**config.mk**
```make
export PLATFORM = sky130hd
export DESIGN_NAME = spisd_core
export DESIGN_NICKNAME = d
export VERILOG_FILES = /design/src/rtl/spisd_pkg.sv /design/src/rtl/spisd_core.sv
export VERILOG_INCLUDE_DIRS = /design/src /design/src/rtl
export SDC_FILE = /design/constraint.sdc
export NUM_CORES = 1
export LEC_CHECK = 0
export BUFFER_PORTS_ARGS = -buffer_cell sky130_fd_sc_hd__buf_2
export CORE_AREA = 2 2 75 131
export CTS_CLUSTER_DIAMETER = 200
export CTS_CLUSTER_SIZE = 25
export DETAILED_ROUTE_END_ITERATION = 12
export DIE_AREA = 0 0 77 133
export PLACE_DENSITY_LB_ADDON = 0.2
export SETUP_SLACK_MARGIN = 0.5
export SYNTH_ARGS = -nofsm -noshare
export SYNTH_HDL_FRONTEND = slang
export SYNTH_SLANG_ARGS = --single-unit
```
**constraint.sdc**
```tcl
create_clock -name clock -period 7.7 [get_ports clock]
set_input_delay 0.77 -clock clock [delete_from_list [all_inputs] [get_ports clock]]
set_output_delay 0.77 -clock clock [all_outputs]
set_load 0.02 [all_outputs]
```
**src/rtl/spisd_defines.svh**
```systemverilog
// register offsets, field positions, reset values and timing counts
`ifndef SPISD_DEFINES_SVH
`define SPISD_DEFINES_SVH

// ============================================================
// register offsets on the plain register port
`define SPISD_OFF_CTRL    8'hC3
`define SPISD_OFF_STATUS  8'hC4
`define SPISD_OFF_DATA    8'hC5
`define SPISD_OFF_EVENT   8'hC6
`define SPISD_OFF_MASK    8'hC7

// ============================================================
// serial_status bit positions
`define SPISD_ST_DONE     7
`define SPISD_ST_OVF      6
`define SPISD_ST_ABORT    5
`define SPISD_ST_FAULT    4

// ============================================================
// event / mask register bit positions
`define SPISD_EV_DONE     0
`define SPISD_EV_OVF      1
`define SPISD_EV_ABORT    2
`define SPISD_EV_FAULT    3
`define SPISD_EV_W        4

// ============================================================
// reset values
`define SPISD_CTRL_RST    8'h00
`define SPISD_MASK_RST    4'h0
`define SPISD_RXBUF_RST   8'h00

// ============================================================
// timing: master half period is HALF_BASE << rate clock cycles
`define SPISD_HALF_BASE   9'h002
`define SPISD_LAST_EDGE   4'hF
`define SPISD_LAST_BIT    3'h7

`endif

```
**src/rtl/spisd_pkg.sv**
```systemverilog
// types shared by the spi status and data path
package spisd_pkg;

  // ============================================================
  // serial_control layout, msb first
  typedef struct packed {
    logic rate_select_2;
    logic periph_enable_bit;
    logic select_ignore_bit;
    logic master_select_bit;
    logic clock_polarity_bit;
    logic clock_phase_bit;
    logic rate_select_1;
    logic rate_select_0;
  } spisd_ctrl_t;

  // ============================================================
  // serial engine states
  typedef enum logic [1:0] {
    ST_IDLE,
    ST_MASTER,
    ST_SLAVE
  } spisd_state_t;

endpackage : spisd_pkg

```
**src/rtl/spisd_core.sv**
```systemverilog
// spi status, interrupt and data buffer path with its serial engine
`timescale 1ns/100ps
`include "spisd_defines.svh"

module spisd_core (
  input  wire logic       clock,
  input  wire logic       sys_rst,
  input  wire logic [7:0] addr,
  input  wire logic [7:0] wr_data,
  input  wire logic       wr_en,
  input  wire logic       rd_en,
  output logic      [7:0] rd_data,
  input  wire logic       sck_in,
  output logic            sck_out,
  output logic            sck_oe,
  input  wire logic       mosi_in,
  output logic            mosi_out,
  output logic            mosi_oe,
  input  wire logic       miso_in,
  output logic            miso_out,
  output logic            miso_oe,
  input  wire logic       select_n,
  output logic            tx_irq,
  output logic            rx_err_irq,
  output logic            irq
);

  // ============================================================
  // declarations
  spisd_pkg::spisd_ctrl_t  ctrl_r;
  spisd_pkg::spisd_state_t state_r;
  logic [3:0]              sync1_r;
  logic [3:0]              sync2_r;
  logic                    sck_q_r;
  logic                    sel_q_r;
  logic [7:0]              shreg_r;
  logic [7:0]              rx_buf_r;
  logic                    out_bit_r;
  logic                    sck_r;
  logic [8:0]              half_cnt_r;
  logic [3:0]              edge_cnt_r;
  logic [2:0]              bit_cnt_r;
  logic                    done_p_r;
  logic                    done_flag_r;
  logic                    ovf_flag_r;
  logic                    abort_flag_r;
  logic                    fault_flag_r;
  logic                    arm_done_r;
  logic                    arm_fault_r;
  logic [3:0]              event_r;
  logic [3:0]              mask_r;
  logic [7:0]              rd_data_r;
  logic                    sck_oe_r;
  logic                    mosi_oe_r;
  logic                    miso_oe_r;
  logic                    tx_irq_r;
  logic                    rx_err_irq_r;
  logic                    irq_r;
  logic                    sck_now;
  logic                    mosi_now;
  logic                    miso_now;
  logic                    sel_n_now;
  logic                    wr_ctrl;
  logic                    wr_dat;
  logic                    rd_stat;
  logic                    rd_dat;
  logic                    rd_evt;
  logic                    busy;
  logic                    selected;
  logic                    lead_e;
  logic                    trail_e;
  logic                    sample_e;
  logic                    shift_e;
  logic                    ovf_evt;
  logic                    abort_evt;
  logic                    fault_evt;
  logic                    data_touch;
  logic [8:0]              half_lim;
  logic [3:0]              new_evt;

  // address match, used by the strobe decodes below; the read port uses its own case
  function automatic logic hit(input logic [7:0] a, input logic [7:0] off);
    hit = (a == off);
  endfunction : hit

  // master half period from the three rate bits
  function automatic logic [8:0] half_len(input logic [2:0] rate);
    half_len = (`SPISD_HALF_BASE << rate) - 9'h001;
  endfunction : half_len

  // ============================================================
  // pin synchronisers: sck, mosi, miso, select
  // sck presets low like its idle pin, so no false edge after reset
  genvar g;
  generate
    for (g = 0; g < 4; g = g + 1) begin : g_sync
      always_ff @(posedge clock) begin
        if (sys_rst) begin
          sync1_r[g] <= (g == 0) ? 1'b0 : 1'b1;
          sync2_r[g] <= (g == 0) ? 1'b0 : 1'b1;
        end else begin
          sync1_r[g] <= (g == 0) ? sck_in : (g == 1) ? mosi_in :
                        (g == 2) ? miso_in : select_n;
          sync2_r[g] <= sync1_r[g];
        end
      end
    end
  endgenerate

  assign sck_now   = sync2_r[0];
  assign mosi_now  = sync2_r[1];
  assign miso_now  = sync2_r[2];
  assign sel_n_now = sync2_r[3];

  // previous synced levels for edge finding
  always_ff @(posedge clock) begin
    if (sys_rst) begin
      sck_q_r <= 1'b0;
      sel_q_r <= 1'b1;
    end else begin
      sck_q_r <= sck_now;
      sel_q_r <= sel_n_now;
    end
  end

  // ============================================================
  // register decode and serial event terms
  assign wr_ctrl  = wr_en && hit(addr, `SPISD_OFF_CTRL);
  assign wr_dat   = wr_en && hit(addr, `SPISD_OFF_DATA);
  assign rd_stat  = rd_en && hit(addr, `SPISD_OFF_STATUS);
  assign rd_dat   = rd_en && hit(addr, `SPISD_OFF_DATA);
  assign rd_evt   = rd_en && hit(addr, `SPISD_OFF_EVENT);
  assign busy     = (state_r != spisd_pkg::ST_IDLE);
  assign half_lim = half_len({ctrl_r.rate_select_2, ctrl_r.rate_select_1,
                              ctrl_r.rate_select_0});
  assign selected = ctrl_r.select_ignore_bit || !sel_n_now;

  // leading edge leaves the idle polarity, trailing edge returns to it
  assign lead_e   = (sck_q_r == ctrl_r.clock_polarity_bit) &&
                    (sck_now != ctrl_r.clock_polarity_bit);
  assign trail_e  = (sck_q_r != ctrl_r.clock_polarity_bit) &&
                    (sck_now == ctrl_r.clock_polarity_bit);
  assign sample_e = ctrl_r.clock_phase_bit ? trail_e : lead_e;
  assign shift_e  = ctrl_r.clock_phase_bit ? lead_e : trail_e;

  assign ovf_evt   = wr_dat && busy;
  assign abort_evt = ctrl_r.periph_enable_bit && !ctrl_r.master_select_bit &&
                     !ctrl_r.select_ignore_bit &&
                     (state_r == spisd_pkg::ST_SLAVE) && !sel_q_r && sel_n_now;
  assign fault_evt = ctrl_r.periph_enable_bit && ctrl_r.master_select_bit &&
                     !ctrl_r.select_ignore_bit && !sel_n_now;
  assign data_touch = wr_dat || rd_dat;

  // ============================================================
  // serial_control: software writes, a role conflict knocks it down
  always_ff @(posedge clock) begin
    if (sys_rst) begin
      ctrl_r <= `SPISD_CTRL_RST;
    end else if (fault_evt) begin
      ctrl_r.periph_enable_bit <= 1'b0;
      ctrl_r.master_select_bit <= 1'b0;
    end else if (wr_ctrl) begin
      // accepted even mid-exchange; steady fields are software's duty
      ctrl_r <= wr_data;
      // enable stays off until the conflict flag really clears
      if (fault_flag_r && !arm_fault_r) begin
        ctrl_r.periph_enable_bit <= 1'b0;
      end
    end
  end

  // ============================================================
  // serial engine: shift register, master clock, bit counting
  always_ff @(posedge clock) begin
    done_p_r <= 1'b0;
    if (sys_rst) begin
      state_r    <= spisd_pkg::ST_IDLE;
      shreg_r    <= 8'h00;
      out_bit_r  <= 1'b0;
      sck_r      <= 1'b0;
      half_cnt_r <= 9'h000;
      edge_cnt_r <= 4'h0;
      bit_cnt_r  <= 3'h0;
    end else if (!ctrl_r.periph_enable_bit) begin
      // dropping enable abandons any byte in flight
      state_r    <= spisd_pkg::ST_IDLE;
      sck_r      <= ctrl_r.clock_polarity_bit;
      half_cnt_r <= 9'h000;
      edge_cnt_r <= 4'h0;
      bit_cnt_r  <= 3'h0;
      if (wr_dat) begin
        shreg_r   <= wr_data;
        out_bit_r <= wr_data[7];
      end
    end else if (ctrl_r.master_select_bit) begin
      if (state_r == spisd_pkg::ST_IDLE) begin
        sck_r <= ctrl_r.clock_polarity_bit;
        if (wr_dat) begin
          shreg_r    <= wr_data;
          out_bit_r  <= wr_data[7];
          half_cnt_r <= 9'h000;
          edge_cnt_r <= 4'h0;
          state_r    <= spisd_pkg::ST_MASTER;
        end
      end else if (half_cnt_r == half_lim) begin
        half_cnt_r <= 9'h000;
        sck_r      <= ~sck_r;
        edge_cnt_r <= edge_cnt_r + 4'h1;
        // even edges lead, odd edges trail
        if (edge_cnt_r[0] == ctrl_r.clock_phase_bit) begin
          shreg_r <= {shreg_r[6:0], miso_now};
        end else begin
          out_bit_r <= shreg_r[7];
        end
        if (edge_cnt_r == `SPISD_LAST_EDGE) begin
          state_r  <= spisd_pkg::ST_IDLE;
          done_p_r <= 1'b1;
        end
      end else begin
        half_cnt_r <= half_cnt_r + 9'h001;
      end
    end else begin
      // slave: edges come from the far master's clock
      if (abort_evt) begin
        state_r   <= spisd_pkg::ST_IDLE;
        bit_cnt_r <= 3'h0;
      end else if (selected && sample_e) begin
        shreg_r   <= {shreg_r[6:0], mosi_now};
        bit_cnt_r <= bit_cnt_r + 3'h1;
        if (bit_cnt_r == `SPISD_LAST_BIT) begin
          state_r  <= spisd_pkg::ST_IDLE;
          done_p_r <= 1'b1;
        end else begin
          state_r <= spisd_pkg::ST_SLAVE;
        end
      end else if (selected && shift_e) begin
        out_bit_r <= shreg_r[7];
        if (bit_cnt_r != 3'h0 || ctrl_r.clock_phase_bit) begin
          state_r <= spisd_pkg::ST_SLAVE;
        end
      end else if (wr_dat && !busy) begin
        shreg_r   <= wr_data;
        out_bit_r <= wr_data[7];
      end
    end
  end

  // ============================================================
  // receive buffer: only the first byte after the flag cleared lands
  always_ff @(posedge clock) begin
    if (sys_rst) begin
      rx_buf_r <= `SPISD_RXBUF_RST;
    end else if (done_p_r && (!done_flag_r || (arm_done_r && data_touch))) begin
      rx_buf_r <= shreg_r;
    end
  end

  // ============================================================
  // status flags; a new event beats a clear in the same cycle
  always_ff @(posedge clock) begin
    if (sys_rst) begin
      done_flag_r  <= 1'b0;
      ovf_flag_r   <= 1'b0;
      abort_flag_r <= 1'b0;
      fault_flag_r <= 1'b0;
      arm_done_r   <= 1'b0;
      arm_fault_r  <= 1'b0;
    end else begin
      // lost overrun bytes set nothing here
      if (done_p_r) begin
        done_flag_r <= 1'b1;
      end else if (arm_done_r && data_touch) begin
        done_flag_r <= 1'b0;
      end
      if (ovf_evt) begin
        ovf_flag_r <= 1'b1;
      end else if (arm_done_r && data_touch) begin
        ovf_flag_r <= 1'b0;
      end
      if (abort_evt) begin
        abort_flag_r <= 1'b1;
      end else if (wr_ctrl && !wr_data[6]) begin
        abort_flag_r <= 1'b0;
      end
      if (fault_evt) begin
        fault_flag_r <= 1'b1;
      end else if (arm_fault_r && wr_ctrl) begin
        fault_flag_r <= 1'b0;
      end
      // a status read with the flag up arms the clearing access
      if (rd_stat && (done_flag_r || ovf_flag_r)) begin
        arm_done_r <= 1'b1;
      end else if (data_touch) begin
        arm_done_r <= 1'b0;
      end
      if (rd_stat && fault_flag_r) begin
        arm_fault_r <= 1'b1;
      end else if (wr_ctrl) begin
        arm_fault_r <= 1'b0;
      end
    end
  end

  // ============================================================
  // sticky events cleared by reading them, with mask
  assign new_evt = {fault_evt, abort_evt, ovf_evt, done_p_r};

  always_ff @(posedge clock) begin
    if (sys_rst) begin
      event_r <= 4'h0;
      mask_r  <= `SPISD_MASK_RST;
    end else begin
      event_r <= (rd_evt ? 4'h0 : event_r) | new_evt;
      if (wr_en && hit(addr, `SPISD_OFF_MASK)) begin
        mask_r <= wr_data[3:0];
      end
    end
  end

  // ============================================================
  // interrupt outputs; one cycle behind their flags
  always_ff @(posedge clock) begin
    if (sys_rst) begin
      tx_irq_r     <= 1'b0;
      rx_err_irq_r <= 1'b0;
      irq_r        <= 1'b0;
    end else begin
      tx_irq_r     <= done_flag_r;
      // abort flag deliberately feeds neither request line
      rx_err_irq_r <= fault_flag_r && !ctrl_r.select_ignore_bit;
      irq_r        <= |(event_r & mask_r);
    end
  end

  // ============================================================
  // read port: data stands only in the cycle after the strobe
  always_ff @(posedge clock) begin
    if (sys_rst || !rd_en) begin
      rd_data_r <= 8'h00;
    end else begin
      case (addr)
        `SPISD_OFF_CTRL:   rd_data_r <= ctrl_r;
        // reserved low bits read as zero
        `SPISD_OFF_STATUS: rd_data_r <= {done_flag_r, ovf_flag_r,
                                         abort_flag_r, fault_flag_r,
                                         4'h0};
        `SPISD_OFF_DATA:   rd_data_r <= rx_buf_r;
        `SPISD_OFF_EVENT:  rd_data_r <= {4'h0, event_r};
        `SPISD_OFF_MASK:   rd_data_r <= {4'h0, mask_r};
        default:           rd_data_r <= 8'h00;
      endcase
    end
  end

  // ============================================================
  // pin drive enables follow the role
  always_ff @(posedge clock) begin
    if (sys_rst) begin
      sck_oe_r  <= 1'b0;
      mosi_oe_r <= 1'b0;
      miso_oe_r <= 1'b0;
    end else begin
      sck_oe_r  <= ctrl_r.periph_enable_bit && ctrl_r.master_select_bit;
      mosi_oe_r <= ctrl_r.periph_enable_bit && ctrl_r.master_select_bit;
      miso_oe_r <= ctrl_r.periph_enable_bit && !ctrl_r.master_select_bit &&
                   selected;
    end
  end

  assign rd_data    = rd_data_r;
  assign sck_out    = sck_r;
  assign sck_oe     = sck_oe_r;
  assign mosi_out   = out_bit_r;
  assign mosi_oe    = mosi_oe_r;
  assign miso_out   = out_bit_r;
  assign miso_oe    = miso_oe_r;
  assign tx_irq     = tx_irq_r;
  assign rx_err_irq = rx_err_irq_r;
  assign irq        = irq_r;

endmodule : spisd_core

```
Word level (Yosys, flattened, before mapping)
Cells that the tools add are included.
Storage, ports and cells
  flip-flop bits (word level): 82
  word-level logic and storage cells: 213
Cells by class
  equal/unequal tests: 28
  add/subtract/negate cells: 4
  reduce and logical (&&, ||, !) cells: 68
  shifts and indexed selects: 1
  bitwise operators: 6
  multiplexer cells: 65
Operators with widths (count)
  8-bit two-way mux: 10
  8-bit equality test, second input constant: 5
  8-bit one-hot mux with 5 select lines: 1
  1-bit two-way mux: 35
  1-bit logical AND: 29
  9-bit two-way mux: 3
  2-bit two-way mux: 10
  2-bit nonzero test: 9
  4-bit two-way mux: 4
  4-bit by 2-bit inequality test with 1-bit output, second input constant: 4
  5-bit AND reduction: 3
  9-bit by 1-bit adder with 9-bit output, second input constant: 1
  9-bit equality test: 1
  1-bit logical NOT: 9
  3-bit by 1-bit inequality test with 1-bit output, second input constant: 3
  3-bit inequality test, second input constant: 3
  2-bit by 3-bit << shifter with 9-bit output, first input constant: 1
  9-bit by 1-bit subtractor with 9-bit output, second input constant: 1
  4-bit inequality test, second input constant: 2
  2-bit AND reduction: 4
  4-bit nonzero test: 2
  1-bit logical OR: 6
  3-bit two-way mux: 2
  4-bit by 1-bit adder with 4-bit output, second input constant: 1
  other kinds (15): 23

Logic depth before layout (Yosys ltp)
Gate-level depths: netlist of the first run.
  depth in word-level cells: 9
  gate-level depth with buffers: 12
  mapped depth without buffers: 10

Least setup slack after synthesis of the first run
Ideal clock, no wire load.
  kind: reg2reg
  start point: register ctrl_r[1] (netlist name)
  end point: register edge_cnt_r[3]
  buffers on the path: 1
  cell stages (with the launch flop): 11
  period minus slack after synthesis: 2654 ps
  setup slack: 5046 ps
  setup time: 70 ps
  arrival: 2584 ps
  path through: dfxtp_1 buf_2 or3_1 ha_1 xnor2_1 nor4b_2 nand2_1 a211oi_4 a31oi_2 or4_1 a21oi_1
Between the ends
  longest elaborated chain between the ends: 5
Ends and longest elaborated chain
  start: declaration: line spisd_core.sv:30  | spisd_pkg::spisd_ctrl_t ctrl_r;
  start signal: assignment: line spisd_core.sv:158  | ctrl_r <= `SPISD_CTRL_RST;
  start signal: assignment: line spisd_core.sv:164  | ctrl_r <= wr_data;
  2-bit by 3-bit << shifter with 9-bit output (no line)
  9-bit by 1-bit subtractor with 9-bit output: line spisd_core.sv:88  | half_len = (`SPISD_HALF_BASE << rate) - 9'h001;
  9-bit equality test: line spisd_core.sv:205  | end else if (half_cnt_r == half_lim) begin
  2-bit nonzero test (no line)
  3-bit AND reduction (no line)
  end signal: assignment: line spisd_core.sv:208  | edge_cnt_r <= edge_cnt_r + 4'h1;
  end: declaration: line spisd_core.sv:41  | logic [3:0] edge_cnt_r;
No other way between the ends.
A chain may end at the register's enable or synchronous reset.

Worst setup path after layout of the first run
  start point: input addr[5]
  end point: register ctrl_r[2] (netlist name)
Between the ends
  longest elaborated chain between the ends: 3
Ends and longest elaborated chain
  start: declaration: line spisd_core.sv:8  | input wire logic [7:0] addr,
  8-bit equality test: line spisd_core.sv:83  | hit = (a == off);
  1-bit logical AND: line spisd_core.sv:128  | assign wr_ctrl = wr_en && hit(addr, `SPISD_OFF_CTRL);
  2-bit AND reduction (no line)
No other way between the ends.

==> metrics.txt, run 1 <==
Mapped Area around 3800 um^2; worst hold path type reg2reg; I/O pins 41; number of synthesized flops with an enable pin 0; Pleak between 0.0015 and 0.002 uW; mean post-synth cell area roughly 8.4 um^2; worst r2r path cells 8; crit path DAT roughly 3.4 ns; Die Height roughly 130 um; Nets 514; Clock Power Share 0.461; Post-Syn Instances around 460; min-delay src sync1_r[2]$_SDFF_PP1_; dpl ws between 4 and 5 ns; First-pass DRT Iterations 8; Internal 651.9 uW; htree depth 3; CP startpoint kind input pin; Via density 5.661; post-route ant nets 0; Longest Clk Path Bufs 2; Num CTS Buffers 9; overall routing resource usage 0.2012; diode count 0; combinational power share 0.028; ys async rst share 0; Main synth FF type dfxtp_1; sequential share of power 0.511; Mapped Nets a little under 500; Finish-stage setup viols 0; final RePlAce weighted congestion approximately 0.85; setup bufs post-CTS 0; via count 3,459; Clock Latency Late Sink ~0.34 ns; Starting Density 0.4142; Final WS setup 4.552 ns; number of global-route vias before repair between 3k and 4k; Clock transition at path regs around 0.060 ns; fin crit share 0.4089; relative slew slack 0.2481; Power, Total about 840 uW; pwr dens roughly 190 nW/um^2; critical path required time 7.96 ns; clk_skew 0.01023 ns; sequential area share after synthesis 0.4265; WHS Path Cells 1; Worst Setup End Kind register; CP Class in2reg; first-pass GRT wire length 16,280 um; Synth Warn # 0; Yosys reg bits between 80 and 90; Cell variety after synth 53; RSZ-0062 raised after global routing false; CTS Hold Bufs 0; commonest non-fill, non-tap cell in the layout dfxtp_1; core box area between 9000 and 10,000 um^2; post-CTS sizing 0; minimum clock period 3.148 ns; largest net degree at the start of global routing between 50 and 60; final hold vios 0; number of cell rows 47; clock sink count 82; I/O Buffers 40; Filler Cells Inserted 943; commonest cells after routing, fill and taps aside dfxtp_1, nor2_1, nand2_1, a21oi_1, buf_2; GRT overflow 0; Starting DRT DRC Count between 200 and 300; DR DRC count 0; Routed WL per cell around 16 um; CTS tree done; initial antenna violation count 0; hpwl dp 7352 um; setup TNS 0 ns; Die Width about 77 um; Worst Max-Slew Pin Slew ~1.1 ns; Crit. Startpoint addr[5]; outcome complete, no violations; Routed Wire Length slightly above 10,000 um; critical path peak fanout 13; die area a little over 10,000 um^2; layout cells sized above 1 0.1472; Peak Freq between 0.3 and 0.4 GHz; Max-Cap Viols 0; Synth-to-Final Area Change 13.23%; worst r2r src ctrl_r[1]$_SDFFE_PP0P_; switching power roughly 180 uW; Sw Ratio 0.2207; Peak VDD IR around 0.11 mV; fin. max-slew vios 0; Root Buffer clkbuf_16
==> cell families after synthesis <==
group	synth area share
compound gates	0.2165
xor+xnor	0.03641
fa+ha+maj	0.01951
buf+inv	0.04356
flops	0.4265
mux	0.03966
simple gates	0.2178
==> Yosys cell counts, types with 3 or more instances <==
cell / count / area share
dfxtp_1: 82 / 0.43
nor2_1: 51 / 0.050
a21oi_1: 45 / 0.059
nand2_1: 45 / 0.044
nand3_1: 23 / 0.030
o21ai_0: 23 / 0.030
clkbuf_1: 17 / 0.017
a22oi_1: 15 / 0.029
mux2i_1: 13 / 0.034
inv_1: 11 / 0.011
nor3_1: 10 / 0.013
or2_2: 10 / 0.016
xor2_1: 9 / 0.020
nor2b_1: 8 / 0.013
a211o_1: 7 / 0.016
a31oi_1: 7 / 0.011
xnor2_1: 7 / 0.016
ha_1: 6 / 0.020
nand4_1: 6 / 0.0098
buf_2: 5 / 0.0065
a222oi_1: 4 / 0.010
and3_1: 4 / 0.0065
buf_4: 4 / 0.0078
o211ai_1: 4 / 0.0078
nor4_1: 3 / 0.0049
==> critical path, stage by stage <==
cell and delay [ns]:
buf_2 0.11, nor3_1 0.24, nand3_1 0.20, nor3_1 0.93, nand2_1 0.52, nor2_1 0.40
nand2_1 0.10, a21oi_1 0.14
==> metrics by stage <==
stage | instance area, um^2 | util | hold WS [ns] | cells
after floorplan | 3849 | - | 0.3895 | 458
after global placement | 4094 | 0.4406 | 0.3941 | 595
after detailed placement | 4094 | 0.4406 | 0.3980 | 595
after CTS | 4358 | 0.4690 | 0.4135 | 611
after global routing | 4358 | 0.4690 | 0.4233 | 611
final | 4358 | 0.4690 | 0.4106 | 611
==> registers in the layout, indices dropped and copies added, names as in the netlist, 2 cells and up <==
signal	count
event_r	4
shreg_r	8
half_cnt_r	9
ctrl_r	8
rd_data	8
mask_r	4
rx_buf_r	8
state_r	2
sync1_r	4
edge_cnt_r	4
bit_cnt_r	3
==> power groups by stage <==
stage                     logic (uW)  clock network, uW  registers [uW]
final                           23.1                386             428
after global routing            24.5                413             428
after CTS                       22.6                396             428
after global placement          22.6                  0             437
after floorplan                 10.7                  0             437
after detailed placement        22.5                  0             437
==> area by class of cell <==
class / count / area, um^2 / share of cell area
inverter: 12 / 45.04 / 0.01034
multi-input combinational: 337 / 2039 / 0.4680
timing repair buffer: 42 / 215.2 / 0.04938
sequential: 82 / 1642 / 0.3767
clock buffer: 11 / 232.7 / 0.05340
clock inverter: 5 / 31.28 / 0.007178
tap: 122 / 152.6 / 0.03503
==> final timing paths <==
| path | end | slack, ns |
|---|---|---|
| setup / recovery | ctrl_r[2]$_SDFFE_PP0P_ | 4.55 |
| hold / removal | miso_now$_SDFF_PP1_ | 0.41 |
| setup reg to reg | half_cnt_r[8]$_SDFFE_PP0P_ | 4.62 |
| hold reg to reg | miso_now$_SDFF_PP1_ | 0.41 |
==> routing by layer <==
metal | GRT usage | part of all wire | vias to the layer above
met2 | 0.3363 | 0.50 | 103
met1 | 0.2445 | 0.42 | 1640
met5 | 0 | 0 | -
li1 | - | - | 1696
met4 | 0.1081 | 0.030 | 0
met3 | 0.03479 | 0.045 | 20
No activity file was read; power rests on OpenSTA's default activity.
==> inputs of run 2 (changes only) <==
==> constraint.sdc (replaced) <==
create_clock -name clock -period 2.7 [get_ports clock]
set_input_delay 0.27 -clock clock [delete_from_list [all_inputs] [get_ports clock]]
set_output_delay 0.27 -clock clock [all_outputs]
set_load 0.02 [all_outputs]
==> metrics.txt, run 2 (synthesized netlist as in run 1, its figures left out) <==
GRT overflow 0 (unchanged); core box area 9291 um^2 (unchanged); max reg flops 9 (unchanged); fin util 0.5260 (+0.05696); pwr dens 542.0 nW/um^2 (+180%); CTS Hold Bufs 0 (unchanged); dpl ws 0.01508 ns (-4.270 ns); htree depth 3 (unchanged); crit path DAT 2.81 ns (-0.60 ns); Synth-to-Final Area Change 26.98%; Max-Cap Viols 0 (unchanged); Die Height 133 um (unchanged); post-route ant nets 0 (unchanged); Clock transition at path regs 0.06 ns (about the same); number of global-route vias before repair 3,625 (+13%); via count 3,622 (+4.7%); CP Class reg2reg; Peak Freq about 0.40 GHz; Final WS setup 0.1750 ns (-4.377 ns); critical path peak fanout 5 (-8); Reg with most FFs half_cnt_r; Register Area 1645 um^2 (+0.23%); critical path required time 2.98 ns (-4.98 ns); final RePlAce weighted congestion 0.8159 (-3.8%); largest net degree at the start of global routing 53 (-1.9%); fin crit share 0.9352; first-pass GRT wire length 18,040 um (+11%); Nets 545 (+6.0%); Pleak 0.001799 uW (+14%); Routed Wire Length 10,910 um (+8.6%); Finish-stage setup viols 0 (unchanged); fin. max-slew vios 0 (unchanged); commonest cells after routing, fill and taps aside dfxtp_1, nor2_1, nand2_1; relative slew slack 0.5581 (+0.3100); overall routing resource usage 0.2236 (+0.02242); layout cells sized above 1 0.2615 (+0.1143); Longest Clk Path Bufs 2 (unchanged); clk_skew 0.006670 ns (-0.003559 ns); Peak VDD IR 0.5348 mV (+390%); Clock Latency Late Sink 0.35 ns (about the same); area taken by multi-input logic gates 2227 um^2 (+9.2%); final hold vios 0 (unchanged); Routed WL per cell 17.00 um (+3.3%); hpwl dp 7560 um (+2.8%); Starting Density 0.4142 (unchanged); Worst Max-Slew Pin Slew 0.6599 ns (-0.4594 ns); Num CTS Buffers 9 (unchanged); die area 10,240 um^2 (unchanged); I/O pins 41 (unchanged); setup TNS 0 ns (unchanged); commonest non-fill, non-tap cell in the layout dfxtp_1; initial antenna violation count 0 (unchanged); Die Width 77 um (unchanged); minimum clock period 2.525 ns; diode count 0 (unchanged); CP startpoint kind register; First-pass DRT Iterations 5 (-3); outcome complete, no violations; Filler Cells Inserted 916 (-2.9%); worst hold path type in2reg; RSZ-0062 raised after global routing true; DR DRC count 0 (unchanged); Starting DRT DRC Count 218 (-24%); clock sink count 82 (unchanged); Via density 5.642 (-0.34%); Root Buffer clkbuf_16; number of cell rows 47 (unchanged); Worst Setup End Kind register; I/O Buffers 40 (unchanged); CTS tree done
run 2: final timing paths:
kind              slack (ns)              startpoint                          to  cells after the start
hold reg to reg         0.41   sync1_r[2]$_SDFF_PP1_         miso_now$_SDFF_PP1_                      1
hold / removal          0.10                select_n       sync1_r[3]$_SDFF_PP1_                      2
setup / recovery        0.17  ctrl_r[0]$_SDFFE_PP0P_  edge_cnt_r[0]$_SDFFE_PP0P_                     11
setup reg to reg        0.17  ctrl_r[0]$_SDFFE_PP0P_  edge_cnt_r[0]$_SDFFE_PP0P_                     11
run 2: layer usage:
metal / track usage / part of all wire / up-vias
met2: 0.3904 / 0.51 / 90
li1: - / - / 1761
met1: 0.2459 / 0.39 / 1733
met4: 0.1409 / 0.056 / 0
met5: 0 / 0 / -
met3: 0.04229 / 0.038 / 38
run 2: what timing repair did:
item                                    CTS  global route
gates cloned                              1             1
setup buffers                             7             1
resized for setup                        22            32
endpoints found under the setup margin   26            26
pin swaps                                10            16
run 2: power breakdown:
part	internal, uW	switching [uW]	total [uW]
clock	846	517	1360
sequential	1220	2.60	1220
combinational	25.0	41.8	66.7
run 2: critical path, stage by stage, from the launching register on:
cell and delay [ns]:
dfxtp_2 0.32, or3_4 0.39, ha_4 0.23, xnor2_2 0.13, nor4b_2 0.26, nand2_1 0.12
a211oi_4 0.17, buf_6 0.16, a31oi_4 0.11, buf_6 0.14, or3_1 0.30, a21oi_1 0.13
run 2: final cells by class:
cell class,count,area share
tap,122,0.03123
inverter,12,0.009217
sequential,82,0.3367
clock buffer,10,0.04890
multi-input combinational,337,0.4557
clock inverter,6,0.01971
timing repair buffer,73,0.09857
run 2: stage by stage:
step           instance area [um^2]  instances  hold WS (ns)  total power [uW]
3_3_place_gp                   4263        616        0.3913              1310
2_1_floorplan                  3872        458        0.3738              1276
6_report                       4887        642        0.1043              2649
5_1_grt                        4887        642        0.1034              2734
3_5_place_dp                   4263        616        0.3937              1312
4_1_cts                        4757        640        0.1011              2670
